File: config.mk
export PLATFORM = sky130hd
export DESIGN_NAME = cio_node_cfg_status
export DESIGN_NICKNAME = d
export VERILOG_FILES = /design/src/rtl/cio_pkg.sv /design/src/rtl/cio_led_flasher.sv /design/src/rtl/cio_node_cfg_status.sv
export SDC_FILE = /design/constraint.sdc
export NUM_CORES = 1
export LEC_CHECK = 0
export ABC_AREA = 1
export BUFFER_PORTS_ARGS = -buffer_cell sky130_fd_sc_hd__buf_4
export CORE_MARGIN = 3
export CORE_UTILIZATION = 60
export CTS_CLUSTER_SIZE = 8
export DETAILED_ROUTE_END_ITERATION = 7
export HOLD_SLACK_MARGIN = 0.15
export PLACE_DENSITY = 0.85
export SLEW_MARGIN = 20
export SYNTH_ARGS = -nofsm -noshare
export SYNTH_HDL_FRONTEND = slang
export SYNTH_SLANG_ARGS = --single-unit
File: constraint.sdc
create_clock -name clk -period 6.4 [get_ports clk]
set_clock_uncertainty 0.15 [all_clocks]
set_input_delay 0.32 -clock clk [delete_from_list [all_inputs] [get_ports clk]]
set_output_delay 0.32 -clock clk [all_outputs]
set_load 0.05 [all_outputs]
File: src/rtl/cio_pkg.sv
package cio_pkg;
    // channel count and switch widths
    localparam int unsigned CIO_NCH   = 8;
    localparam int unsigned CIO_DIGW  = 4;
    localparam logic [6:0]  CIO_NODE_MAX = 7'h63; // 99
    // led timing: one flash slot of 200 ms
    localparam int unsigned CIO_CLK_MHZ   = 250;
    localparam int unsigned CIO_SLOT_MS   = 200;
    localparam int unsigned CIO_SLOT_CYC  = CIO_SLOT_MS * CIO_CLK_MHZ * 1000;
    localparam int unsigned CIO_PH_N      = 24; // lcm of blink, single, double periods
    // register byte offsets
    localparam logic [5:0] CIO_A_CFG     = 6'h00;
    localparam logic [5:0] CIO_A_NMT     = 6'h04;
    localparam logic [5:0] CIO_A_ERR     = 6'h08;
    localparam logic [5:0] CIO_A_IN_POL  = 6'h0C;
    localparam logic [5:0] CIO_A_OUT_POL = 6'h10;
    localparam logic [5:0] CIO_A_OUT_VAL = 6'h14;
    localparam logic [5:0] CIO_A_IN_VAL  = 6'h18;
    localparam logic [5:0] CIO_A_COBID   = 6'h1C;
    localparam logic [5:0] CIO_A_IRQ_ST  = 6'h20;
    localparam logic [5:0] CIO_A_IRQ_MSK = 6'h24;
    // config register fields
    localparam int unsigned CIO_F_VALID = 8;
    localparam int unsigned CIO_F_PAIR  = 9;
    localparam int unsigned CIO_F_POK   = 10;
    localparam int unsigned CIO_F_RATE  = 12;
    localparam int unsigned CIO_F_KBPS  = 16;
    localparam int unsigned CIO_F_RXID  = 16;
    // error register fields
    localparam int unsigned CIO_F_WARN  = 0;
    localparam int unsigned CIO_F_GUARD = 1;
    localparam int unsigned CIO_F_BOFF  = 2;
    // interrupt status bits
    localparam int unsigned CIO_IRQ_N    = 3;
    localparam int unsigned CIO_I_INCHG  = 0;
    localparam int unsigned CIO_I_SWCHG  = 1;
    localparam int unsigned CIO_I_AUTO   = 2;
    // reset values
    localparam logic [7:0] CIO_POL_RST = 8'h00;
    localparam logic [7:0] CIO_OUT_RST = 8'h00;
    // process data identifiers
    localparam logic [10:0] CIO_TXPDO_BASE = 11'h180;
    localparam logic [10:0] CIO_RXPDO_BASE = 11'h200;
    // bit rate per switch value modulo 8, kbit/s
    localparam logic [9:0] CIO_KBPS [0:7] = '{10'h00A, 10'h014, 10'h032, 10'h07D,
                                             10'h0FA, 10'h1F4, 10'h320, 10'h3E8};
    typedef enum logic [2:0] {
        CIO_NMT_STOP = 3'b001,
        CIO_NMT_PRE  = 3'b010,
        CIO_NMT_OPER = 3'b100
    } cio_nmt_e;
    typedef enum logic [4:0] {
        CIO_LED_OFF   = 5'b00001,
        CIO_LED_ON    = 5'b00010,
        CIO_LED_BLINK = 5'b00100,
        CIO_LED_SGL   = 5'b01000,
        CIO_LED_DBL   = 5'b10000
    } cio_led_e;
    typedef struct packed {
        logic       pair_ok;
        logic       pair;
        logic       valid;
        logic [2:0] rate;
        logic [9:0] kbps;
        logic [6:0] node;
    } cio_cfg_s;
endpackage : cio_pkg

File: src/rtl/cio_led_flasher.sv
`timescale 1ns/1ps
`default_nettype none
module cio_led_flasher #(
    parameter int unsigned SLOT_CYC = cio_pkg::CIO_SLOT_CYC
) (
    input  wire logic              clk,
    input  wire logic              rst_n,
    input  wire cio_pkg::cio_led_e run_mode,
    input  wire cio_pkg::cio_led_e err_mode,
    output logic                   run_led,
    output logic                   err_led
);
    import cio_pkg::*;
    initial begin
        if (SLOT_CYC < 2) $error("slot too short");
    end
    logic [31:0] slot_ff;
    logic [4:0]  ph_ff;
    logic        slot_end;
    logic        lit_blink;
    logic        lit_sgl;
    logic        lit_dbl;
    assign slot_end = (slot_ff == 32'(SLOT_CYC - 1));
    // slot timer and pattern phase shared by both leds so they stay in step
    always_ff @(posedge clk) begin
        if (!rst_n) begin
            slot_ff <= 32'h0;
            ph_ff   <= 5'h0;
        end else if (slot_end) begin
            slot_ff <= 32'h0;
            ph_ff   <= (ph_ff == 5'(CIO_PH_N - 1)) ? 5'h0 : ph_ff + 5'h1;
        end else begin
            slot_ff <= slot_ff + 32'h1;
        end
    end
    // blink 1:1, single 1 on 5 off, double on-off-on then 5 off
    assign lit_blink = ~ph_ff[0];
    assign lit_sgl   = (ph_ff % 5'h6) == 5'h0;
    assign lit_dbl   = ((ph_ff % 5'h8) == 5'h0) || ((ph_ff % 5'h8) == 5'h2);
    function automatic logic pat(input cio_led_e m, input logic b, input logic s, input logic d);
        logic r;
        r = 1'b0;
        case (m)
            CIO_LED_ON:    r = 1'b1;
            CIO_LED_BLINK: r = b;
            CIO_LED_SGL:   r = s;
            CIO_LED_DBL:   r = d;
            default:       r = 1'b0;
        endcase
        return r;
    endfunction : pat
    // registered so the leds never glitch on a mode change
    always_ff @(posedge clk) begin
        if (!rst_n) begin
            run_led <= 1'b0;
            err_led <= 1'b0;
        end else begin
            run_led <= pat(run_mode, lit_blink, lit_sgl, lit_dbl);
            err_led <= pat(err_mode, lit_blink, lit_sgl, lit_dbl);
        end
    end
endmodule : cio_led_flasher
`default_nettype wire

File: src/rtl/cio_node_cfg_status.sv
// Operation
// - node address is tens switch times ten plus units switch.
// - addresses above 99 or with a non-decimal digit are flagged invalid.
// - rate switch 0..7 means normal mode, 8..F means pairing mode.
// - bit rate comes from the switch value modulo 8, same in both modes.
// - in pairing, partner input ON turns on our same-numbered output.
// - in pairing mode the node goes Operational by itself.
// - run led single flash stopped, blink pre-op, on operational, off in reset.
// - error led off, single flash warning, double flash guard fail, on bus-off.
// - terminator led lights while termination is switched in.
// - output leds show physical output level, after polarity.
// - input leds show physical input level, before polarity.
// - network sets input and output polarity inversion per channel.
// - stack services see node state, identifiers and process data here.
// - eight inputs and eight outputs, each with polarity choice.
// - input polarity is one 8-bit read/write value, reset to zero.
// - input data sent on 180h plus node, outputs taken on 200h plus node.
//
// Local design decisions: the placing of the registers and the Avalon-MM register port.
`timescale 1ns/1ps
`default_nettype none
module cio_node_cfg_status #(
    parameter int unsigned NCH      = cio_pkg::CIO_NCH,
    parameter int unsigned SLOT_CYC = cio_pkg::CIO_SLOT_CYC
) (
    input  wire logic                         clk,
    input  wire logic                         rst_n,
    input  wire logic [5:0]                   avs_address,
    input  wire logic                         avs_read,
    input  wire logic                         avs_write,
    input  wire logic [31:0]                  avs_writedata,
    input  wire logic [3:0]                   avs_byteenable,
    output logic [31:0]                       avs_readdata,
    output logic                              avs_waitrequest,
    input  wire logic [cio_pkg::CIO_DIGW-1:0] sw_node_tens,
    input  wire logic [cio_pkg::CIO_DIGW-1:0] sw_node_units,
    input  wire logic [cio_pkg::CIO_DIGW-1:0] sw_rate,
    input  wire logic                         term_en,
    input  wire logic [NCH-1:0]               digital_input_channel,
    output logic [NCH-1:0]                    digital_output_channel,
    output logic [NCH-1:0]                    led_input,
    output logic [NCH-1:0]                    led_output,
    output logic                              led_run,
    output logic                              led_err,
    output logic                              led_term,
    output cio_pkg::cio_cfg_s                 node_cfg,
    output logic                              irq
);
    import cio_pkg::*;
    initial begin
        if (NCH != 8) $error("only eight channels per byte supported");
    end

    // two-stage synchronisers for all pins
    logic [3:0]     tens_s1, tens_s2, units_s1, units_s2, rate_s1, rate_s2;
    logic           term_s1, term_s2;
    logic [NCH-1:0] din_s1, din_s2, din_prev_ff;
    always_ff @(posedge clk) begin
        if (!rst_n) begin
            {tens_s1, tens_s2, units_s1, units_s2} <= 16'h0000;
            {rate_s1, rate_s2, term_s1, term_s2}   <= 10'h000;
            {din_s1, din_s2, din_prev_ff}          <= '0;
        end else begin
            tens_s1     <= sw_node_tens;
            tens_s2     <= tens_s1;
            units_s1    <= sw_node_units;
            units_s2    <= units_s1;
            rate_s1     <= sw_rate;
            rate_s2     <= rate_s1;
            term_s1     <= term_en;
            term_s2     <= term_s1;
            din_s1      <= digital_input_channel;
            din_s2      <= din_s1;
            din_prev_ff <= din_s2;
        end
    end

    // switch decode
    cio_cfg_s  cfg_ff, nxt_cfg;
    logic [6:0] node_sum;
    assign node_sum = 7'(tens_s2) * 7'h0A + 7'(units_s2);
    always_comb begin
        nxt_cfg       = '0;
        nxt_cfg.node  = node_sum;
        nxt_cfg.valid = (tens_s2 <= 4'h9) && (units_s2 <= 4'h9) && (node_sum != 7'h00)
                        && (node_sum <= CIO_NODE_MAX);
        nxt_cfg.pair  = rate_s2[3];
        nxt_cfg.rate  = rate_s2[2:0];
        nxt_cfg.kbps  = CIO_KBPS[rate_s2[2:0]];
        // odd node pairs upward, so the odd one must leave room for +1
        nxt_cfg.pair_ok = nxt_cfg.valid && rate_s2[3]
                          && (!node_sum[0] || node_sum < CIO_NODE_MAX);
    end
    logic cfg_live_ff;
    always_ff @(posedge clk) begin
        if (!rst_n) begin
            cfg_ff      <= '0;
            cfg_live_ff <= 1'b0;
        end else begin
            cfg_ff      <= nxt_cfg;
            cfg_live_ff <= 1'b1;
        end
    end
    assign node_cfg = cfg_ff;

    // process data identifiers; pairing listens to the partner's input message
    logic [6:0]  partner;
    logic [10:0] tx_id, rx_id;
    assign partner = cfg_ff.node[0] ? cfg_ff.node + 7'h01 : cfg_ff.node - 7'h01;
    assign tx_id   = CIO_TXPDO_BASE + 11'(cfg_ff.node);
    assign rx_id   = cfg_ff.pair ? CIO_TXPDO_BASE + 11'(partner)
                                 : CIO_RXPDO_BASE + 11'(cfg_ff.node);

    // bus slave: one wait cycle, data registered
    logic        ack_ff;
    logic [31:0] rdata_ff;
    logic        req, wr_go;
    assign req             = avs_read | avs_write;
    assign avs_waitrequest = req & ~ack_ff;
    assign wr_go           = avs_write & ack_ff & avs_byteenable[0];
    assign avs_readdata    = rdata_ff;
    always_ff @(posedge clk) begin
        if (!rst_n) begin
            ack_ff <= 1'b0;
        end else begin
            ack_ff <= req & ~ack_ff;
        end
    end

    // polarity, output value and error flags written by the stack
    logic [NCH-1:0] in_pol_ff, out_pol_ff, out_val_ff;
    logic [2:0]     err_ff;
    always_ff @(posedge clk) begin
        if (!rst_n) begin
            in_pol_ff  <= CIO_POL_RST;
            out_pol_ff <= CIO_POL_RST;
            out_val_ff <= CIO_OUT_RST;
            err_ff     <= 3'h0;
        end else if (wr_go) begin
            case (avs_address)
                CIO_A_IN_POL:  in_pol_ff  <= avs_writedata[7:0];
                CIO_A_OUT_POL: out_pol_ff <= avs_writedata[7:0];
                // in pairing the partner's input byte lands here
                CIO_A_OUT_VAL: out_val_ff <= avs_writedata[7:0];
                CIO_A_ERR:     err_ff     <= avs_writedata[2:0];
                default: ;
            endcase
        end
    end

    // network state; pairing starts itself once the switch is seen
    cio_nmt_e nmt_ff;
    logic     auto_done_ff;
    logic     auto_go;
    logic     nmt_wr;
    assign auto_go = cfg_live_ff & cfg_ff.pair & ~auto_done_ff;
    assign nmt_wr  = wr_go && (avs_address == CIO_A_NMT);
    always_ff @(posedge clk) begin
        if (!rst_n) begin
            nmt_ff       <= CIO_NMT_PRE;
            auto_done_ff <= 1'b0;
        end else begin
            auto_done_ff <= cfg_ff.pair & (auto_done_ff | auto_go);
            if (auto_go) begin
                nmt_ff <= CIO_NMT_OPER;
            end else if (nmt_wr) begin
                case (avs_writedata[2:0])
                    CIO_NMT_STOP: nmt_ff <= CIO_NMT_STOP;
                    CIO_NMT_PRE:  nmt_ff <= CIO_NMT_PRE;
                    CIO_NMT_OPER: nmt_ff <= CIO_NMT_OPER;
                    default:      nmt_ff <= nmt_ff;
                endcase
            end
        end
    end

    // physical outputs and channel leds
    always_ff @(posedge clk) begin
        if (!rst_n) begin
            digital_output_channel <= '0;
            led_output             <= '0;
            led_input              <= '0;
            led_term               <= 1'b0;
        end else begin
            digital_output_channel <= out_val_ff ^ out_pol_ff;
            led_output             <= out_val_ff ^ out_pol_ff;
            led_input              <= din_s2;
            led_term               <= term_s2;
        end
    end

    // interrupts: set beats a same-cycle clear
    logic [CIO_IRQ_N-1:0] ist_ff, imsk_ff, iev;
    logic [CIO_IRQ_N-1:0] iclr;
    assign iev[CIO_I_INCHG] = din_s2 != din_prev_ff;
    assign iev[CIO_I_SWCHG] = cfg_live_ff && (nxt_cfg != cfg_ff);
    assign iev[CIO_I_AUTO]  = auto_go;
    assign iclr = (wr_go && avs_address == CIO_A_IRQ_ST) ? avs_writedata[2:0] : '0;
    always_ff @(posedge clk) begin
        if (!rst_n) begin
            ist_ff  <= '0;
            imsk_ff <= '0;
        end else begin
            ist_ff <= (ist_ff & ~iclr) | iev;
            if (wr_go && avs_address == CIO_A_IRQ_MSK) begin
                imsk_ff <= avs_writedata[2:0];
            end
        end
    end
    assign irq = |(ist_ff & imsk_ff);

    // read mux; unmapped addresses read zero
    logic [31:0] rmux;
    always_comb begin
        rmux = 32'h0;
        case (avs_address)
            CIO_A_CFG: begin
                rmux[6:0]          = cfg_ff.node;
                rmux[CIO_F_VALID]  = cfg_ff.valid;
                rmux[CIO_F_PAIR]   = cfg_ff.pair;
                rmux[CIO_F_POK]    = cfg_ff.pair_ok;
                rmux[CIO_F_RATE+:3] = cfg_ff.rate;
                rmux[CIO_F_KBPS+:10] = cfg_ff.kbps;
            end
            CIO_A_NMT:     rmux[2:0]  = nmt_ff;
            CIO_A_ERR:     rmux[2:0]  = err_ff;
            CIO_A_IN_POL:  rmux[7:0]  = in_pol_ff;
            CIO_A_OUT_POL: rmux[7:0]  = out_pol_ff;
            CIO_A_OUT_VAL: rmux[7:0]  = out_val_ff;
            CIO_A_IN_VAL:  rmux[7:0]  = din_s2 ^ in_pol_ff;
            CIO_A_COBID: begin
                rmux[10:0]            = tx_id;
                rmux[CIO_F_RXID+:11]  = rx_id;
            end
            CIO_A_IRQ_ST:  rmux[2:0]  = ist_ff;
            CIO_A_IRQ_MSK: rmux[2:0]  = imsk_ff;
            default:       rmux       = 32'h0;
        endcase
    end
    always_ff @(posedge clk) begin
        if (!rst_n) begin
            rdata_ff <= 32'h0;
        end else if (avs_read & ~ack_ff) begin
            rdata_ff <= rmux;
        end
    end

    // indicator modes; bus-off outranks guarding outranks warning
    cio_led_e run_mode, err_mode;
    always_comb begin
        case (nmt_ff)
            CIO_NMT_STOP: run_mode = CIO_LED_SGL;
            CIO_NMT_PRE:  run_mode = CIO_LED_BLINK;
            CIO_NMT_OPER: run_mode = CIO_LED_ON;
            default:      run_mode = CIO_LED_OFF;
        endcase
        if (err_ff[CIO_F_BOFF]) begin
            err_mode = CIO_LED_ON;
        end else if (err_ff[CIO_F_GUARD]) begin
            err_mode = CIO_LED_DBL;
        end else if (err_ff[CIO_F_WARN]) begin
            err_mode = CIO_LED_SGL;
        end else begin
            err_mode = CIO_LED_OFF;
        end
    end
    cio_led_flasher #(.SLOT_CYC(SLOT_CYC)) u_flash (
        .clk      (clk),
        .rst_n    (rst_n),
        .run_mode (run_mode),
        .err_mode (err_mode),
        .run_led  (led_run),
        .err_led  (led_err)
    );
endmodule : cio_node_cfg_status
`default_nettype wire

# Yosys cells after proc, flatten, opt, wreduce, memory -nomap -nowiden
# Memories as Yosys holds them, arrays and structs flattened.
# Cells that the tools add are included.
# word_totals
ff_bits	185
romBits	80
inputBits	67
wordCells	150
mem_count	1
# classes
add_sub_neg	8
n_mul	1
div	1
n_lt_le_gt_ge	5
eq_ne	28
muxes	23
bitwise_logic	20
reduce_logical	28
# mem_list
memory	depth	width	rd	rd_clocked_by_memory_dff	wr	line_no	source
(name not given)	8	10	1	0	0	cio_node_cfg_status.sv:89	nxt_cfg.kbps = CIO_KBPS[rate_s2[2:0]];
# op_table
cell	n
$add A32 B1 Y32 const B	1
$eq A32 B26 Y1 const B	1
$pmux W3 S10	1
$eq A6 B5 Y1 const B	4
$pmux W4 S6	1
$ne A23 B23 Y1	1
$add A9 B7 Y10 const A	2
$mux W10	2
$pmux W10 S2	1
$xor A8 B8 Y8	2
$mux W5	3
$eq A6 B4 Y1 const B	2
$eq A6 B6 Y1 const B	2
$mux W3	4
$pmux W4 S3	1
$reduce_and A2 Y1	6
$add A10 B7 Y11 const A	1
$mux W11	1
$eq A5 B5 Y1 const B	2
$logic_not A5 Y1	2
$eq A3 B2 Y1 const B	3
$logic_and A1 B1 Y1	9
$pmux W3 S3	1
$le A4 B4 Y1 const B	2
42 further kinds	59

# Depth between registers and ports, before layout
# logic_depth
word_depth	10
ltp_mapped	19
ltp_nobuf	19

# Hierarchy
# From an unflattened synthesis, not the netlist that was laid out.
# unflattened
cells_unflattened	1243
hier_area_um2	9100.0
# by_module_without_submodules
mod	instances	cells_each	area_each_um2	seq_area_each_um2
cio_node_cfg_status	1	909	6673.9	2902.8
cio_led_flasher	1	334	2426.1	780.7

# Worst setup path after synthesis
# No wires, ideal clock.
# synth_path
path_kind	reg-to-reg
start	register cfg_ff (netlist bit node_cfg[0])
end	register rdata_ff[22] (netlist: avs_readdata[22])
t_arrival_ns	2.356
path_slack_ns	3.771
stages_incl_launch_ff	13
cell_sequence	dfxtp_1 inv_1 ha_1 or2_2 nand3_1 nand2_1 nand2_1 nand2_1 a21oi_1 xor2_1 nand2_1 o211ai_1 a21oi_1
# synth_between
elab_chain_len	5
elab_cells_between_ends	7
# synth_lines
item	line_no	source
start, declared	cio_node_cfg_status.sv:79	cio_cfg_s cfg_ff, nxt_cfg;
start signal, assigned	cio_node_cfg_status.sv:100	cfg_ff <= nxt_cfg;
$sub A7 B1 Y7 or $add A7 B1 Y7 (tied branches)	cio_node_cfg_status.sv:109	assign partner = cfg_ff.node[0] ? cfg_ff.node + 7'h01 : cfg_ff.node - 7'h01;
$mux W7	cio_node_cfg_status.sv:109	
$add A9 B7 Y10	cio_node_cfg_status.sv:111	assign rx_id = cfg_ff.pair ? CIO_TXPDO_BASE + 11'(partner)
$mux W11 (*)	cio_node_cfg_status.sv:111	
$pmux W10 S2 (*)	cio_node_cfg_status.sv:216	case (avs_address)
end signal, assigned	cio_node_cfg_status.sv:244	rdata_ff <= rmux;
end, declared	cio_node_cfg_status.sv:116	logic [31:0] rdata_ff;
# Mark *: on every way between the ends. The rest lies on a longest branch, timed or not.
# A chain may end at the register's enable or synchronous reset.

# Final worst setup path
# layout_path
start	register u_flash.slot_ff[0]
end	register u_flash.slot_ff[24]
# layout_between
elab_chain_len	2
elab_cells_between_ends	3
# layout_lines
item	line_no	source
start, declared	cio_led_flasher.sv:17	logic [31:0] slot_ff;
start signal, assigned	cio_led_flasher.sv:33	slot_ff <= slot_ff + 32'h1;
parallel branches: the longest is 2 deep, another holds $add A32 B1 Y32	-	
# Parallel ways; which one is timed is not known.

==> flow_summary.ini <==
[worst_setup_path]
crit_chain = ha_1, nand2_1, nor2_2, nand4_1, nor3_1, nand2_1, nand2_1, inv_1, and3_1
ff2ff_path_depth = 9
max_stage_delay_ps = 770
criticalPathCategory = flip-flop to flip-flop
arrival_ps = 3040
cp_common_cell = nand2_1
endpoint_kind = flip-flop
worstSetupStartpoint = u_flash.slot_ff[0]
reg2reg_from = u_flash.slot_ff[0]
crit_family = simple AND/OR/NAND/NOR gates
cp_num_cells = 9
critPathMaxFanout = 29
cp_slowest_cell = nand2_1
cp.required_ps = 6580
startpoint_type = flip-flop
critical_path_buf_inv_count = 1

[logic_synthesis]
synth_largest_area_cell = dfxtp_1
synth_edf_count = 0
async_flop_share_pct = 0
syn_area_per_cell_sq_um = 7.30
yosysTopAreaCellShare_pct = 42.7
synth_area_leaders = dfxtp_1, nand2_1, inv_1
yosysSeqAreaShare_pct = 42.7
ys_types = 48
netlist_instances = 1183
ys_seq_elements = 184
synthFlopType = dfxtp_1
yosysWarningCount = 0
synth_area_sq_mm = 0.00863

[global_routing]
antenna_found_initial = 0
grt_pass1_wl_mm = 35.9
grt_pass1_vias = 7822
grt_max_degree = 77
overflow = 0
track_usage_pct = 27.4

[power_and_ir_drop]
peakVddDrop_mv = 0.210
powerDensity_mw_per_mm2 = 240
leakagePower_nw = 5.07

[cts]
cts.sinks = 184
ctsResizeCount = 0
cts_tree = yes
cts.path.max_buffers = 2
clkTransAtPathRegs_ps = 60
cts_inserted_buffers = 17
cts_root_buffer = clkbuf_16
htree_num_levels = 4
insertion_delay_ps = 440

[outcome]
run_status = complete, no violations

[die]
die_h_um = 126
die-area_sq_mm = 0.0159
start_util_pct = 61.7
pin_count = 151
die_x_um = 126
core-area_sq_mm = 0.0140
rows = 43

[route]
avgViaCountPerCell = 5.36
wl_mm = 21.6
wl_per_cell_um = 14.2
num_vias = 8135
drcViolationCount = 0
drtAntennaViolNets = 0
first_pass_iters = 5
drt_iter0_drc = 752

[min_path]
hp-start = rate_s1[1]
min_path_type = flip-flop to flip-flop
min_delay_path_depth = 2

[sta]
setup_tns_ps = 0
setup_viol = 0
rsz0062_at_grt = no
slew_headroom_pct = 31.7
min_period_ps = 2850
max_freq_ghz = 0.351
finalCritPeriodShare_pct = 44.6
finalHoldViolCount = 0
worst_slew_pin_slew_ps = 1020
final_max_slew_viol_count = 0

[layout]
syn2layout_area_growth_pct = 22.2
drive_gt1_share_pct = 14.3
utilization_pct = 75.4
antenna_cells = 0
nets = 1418

[placement]
port_buffers = 115
hpwl_mm = 14.9
gp_congestion = 0.925

[job]
drv_cap = 0
==> flip-flops by register name, summed over array words and instances (netlist names), 4 cells and up <==
name             flops
out_val_ff           8
tens_s1              4
din_s1               8
units_s2             4
tens_s2              4
u_flash.ph_ff        5
out_pol_ff           8
led_input            8
rate_s1              4
rate_s2              4
u_flash.slot_ff     32
avs_readdata        24
units_s1             4
node_cfg            23
din_s2               8
led_output           8
in_pol_ff            8
==> layout make-up <==
cell class / count / area [sq um]
clock buffer: 20 / 457
clock inverter: 11 / 135
fill: 1086 / 3440
inverter: 193 / 724
multi-input combinational: 770 / 4030
sequential: 184 / 3680
tap: 180 / 225
timing repair buffer: 159 / 1300
==> power by group <==
| group | internal, W | switching [W] |
|---|---|---|
| Clock | 0.000600 | 0.000449 |
| Sequential | 0.00118 | 0.0000280 |
| Combinational | 0.0000989 | 0.000180 |
==> per-stage QoR <==
stage	hold slack, ps	cells	instance area (sq um)	setup slack (ps)	power (W)
after floorplan	198	1190	8660	3770	0.00140
after global placement	242	1445	9550	3600	0.00148
after detailed placement	246	1445	9550	3530	0.00148
after CTS	254	1517	10600	3500	0.00254
after global routing	279	1517	10600	3210	0.00262
final	262	1517	10600	3550	0.00253
==> cells in the final DEF (no fill, tap or decap), drive strengths merged <==
| master | n |
|---|---|
| nand2 | 245 |
| inv | 198 |
| dfxtp | 184 |
| nor2 | 142 |
| buf | 118 |
| a21oi | 76 |
| o21ai | 71 |
| nand3 | 49 |
| dlygate4sd3 | 41 |
| nor3 | 32 |
| ha | 23 |
| nand4 | 21 |
| clkbuf | 20 |
| xnor2 | 18 |
| xor2 | 18 |
| o22ai | 8 |
| conb | 8 |
| nor3b | 8 |
| nor4 | 8 |
| o221ai | 7 |
| o211ai | 6 |
| a221oi | 4 |
| a31oi | 4 |
| or2 | 4 |
| a22oi | 3 |
| nand3b | 3 |
| fa | 3 |
| clkinvlp | 3 |
| o31ai | 2 |
| and3 | 2 |
| bufinv | 2 |
| or3b | 1 |
| o2bb2ai | 1 |
| and2 | 1 |
| a31o | 1 |
| o21a | 1 |
| clkinv | 1 |
==> worst reg2reg max path, cell delays in order, from the launching register on <==
cell	delay, ps
dfxtp_1	410
ha_1	190
nand2_1	80
nor2_2	150
nand4_1	120
nor3_1	200
nand2_1	120
nand2_1	770
inv_1	300
and3_1	270
==> metal layers <==
metal  vias to the layer above  global-route usage, %  wire length [um]
met2                       342                   46.0             10300
li1                       4040                      -                 -
met1                      3689                   33.7              8810
met4                         0                   12.0               644
met5                         -                      0                 0
met3                        64                   6.23              1820
==> logic make-up (layout without fill, tap and decap cells) <==
family	after synthesis	after routing	share of synthesized area, %
buffers and inverters	236	383	11.0
AND/OR/NAND/NOR	516	516	26.9
XOR/XNOR	36	36	3.65
adder cells (fa/ha/maj)	26	26	4.03
other	1	8	0.0434
flip-flops	184	184	42.7
AO/OA/AOI/OAI	184	184	11.8
==> cell usage after synthesis (2+ instances only) <==
cell and n:
inv_1 182, buf_2 4, and3_1 2, o31ai_1 2
buf_4 16, xnor2_1 18, ha_1 23, nand3_2 2
nor2_4 2, nor4_4 2, nand2_2 6, clkbuf_1 22
a21oi_1 76, fa_1 3, nand2_1 238, dfxtp_1 184
nor3_4 2, nor3b_1 7, nand4_1 20, nor3_2 3
nor2_1 133, o221ai_1 7, or2_2 3, o211ai_1 6
a221oi_1 4, inv_2 11, xor2_1 18, nand3_1 47
a22oi_1 3, o22ai_1 8, nor3_1 27, nor4_1 6
a31oi_1 4, o21ai_0 64, nor2_2 7, nand3b_1 3
o21ai_1 7
==> worst paths after layout <==
path / endpoint / slack (ps)
max: u_flash.slot_ff[24] / 3550
min: rate_s2[1] / 260
min reg2reg: rate_s2[1] / 260
max reg2reg: u_flash.slot_ff[24] / 3550
==> repair_timing <==
action	CTS	global route
hold buffers	41	0
endpoints found under the hold margin	66	0
buffers inserted	0	0
Power figures use the tool's default switching activity.
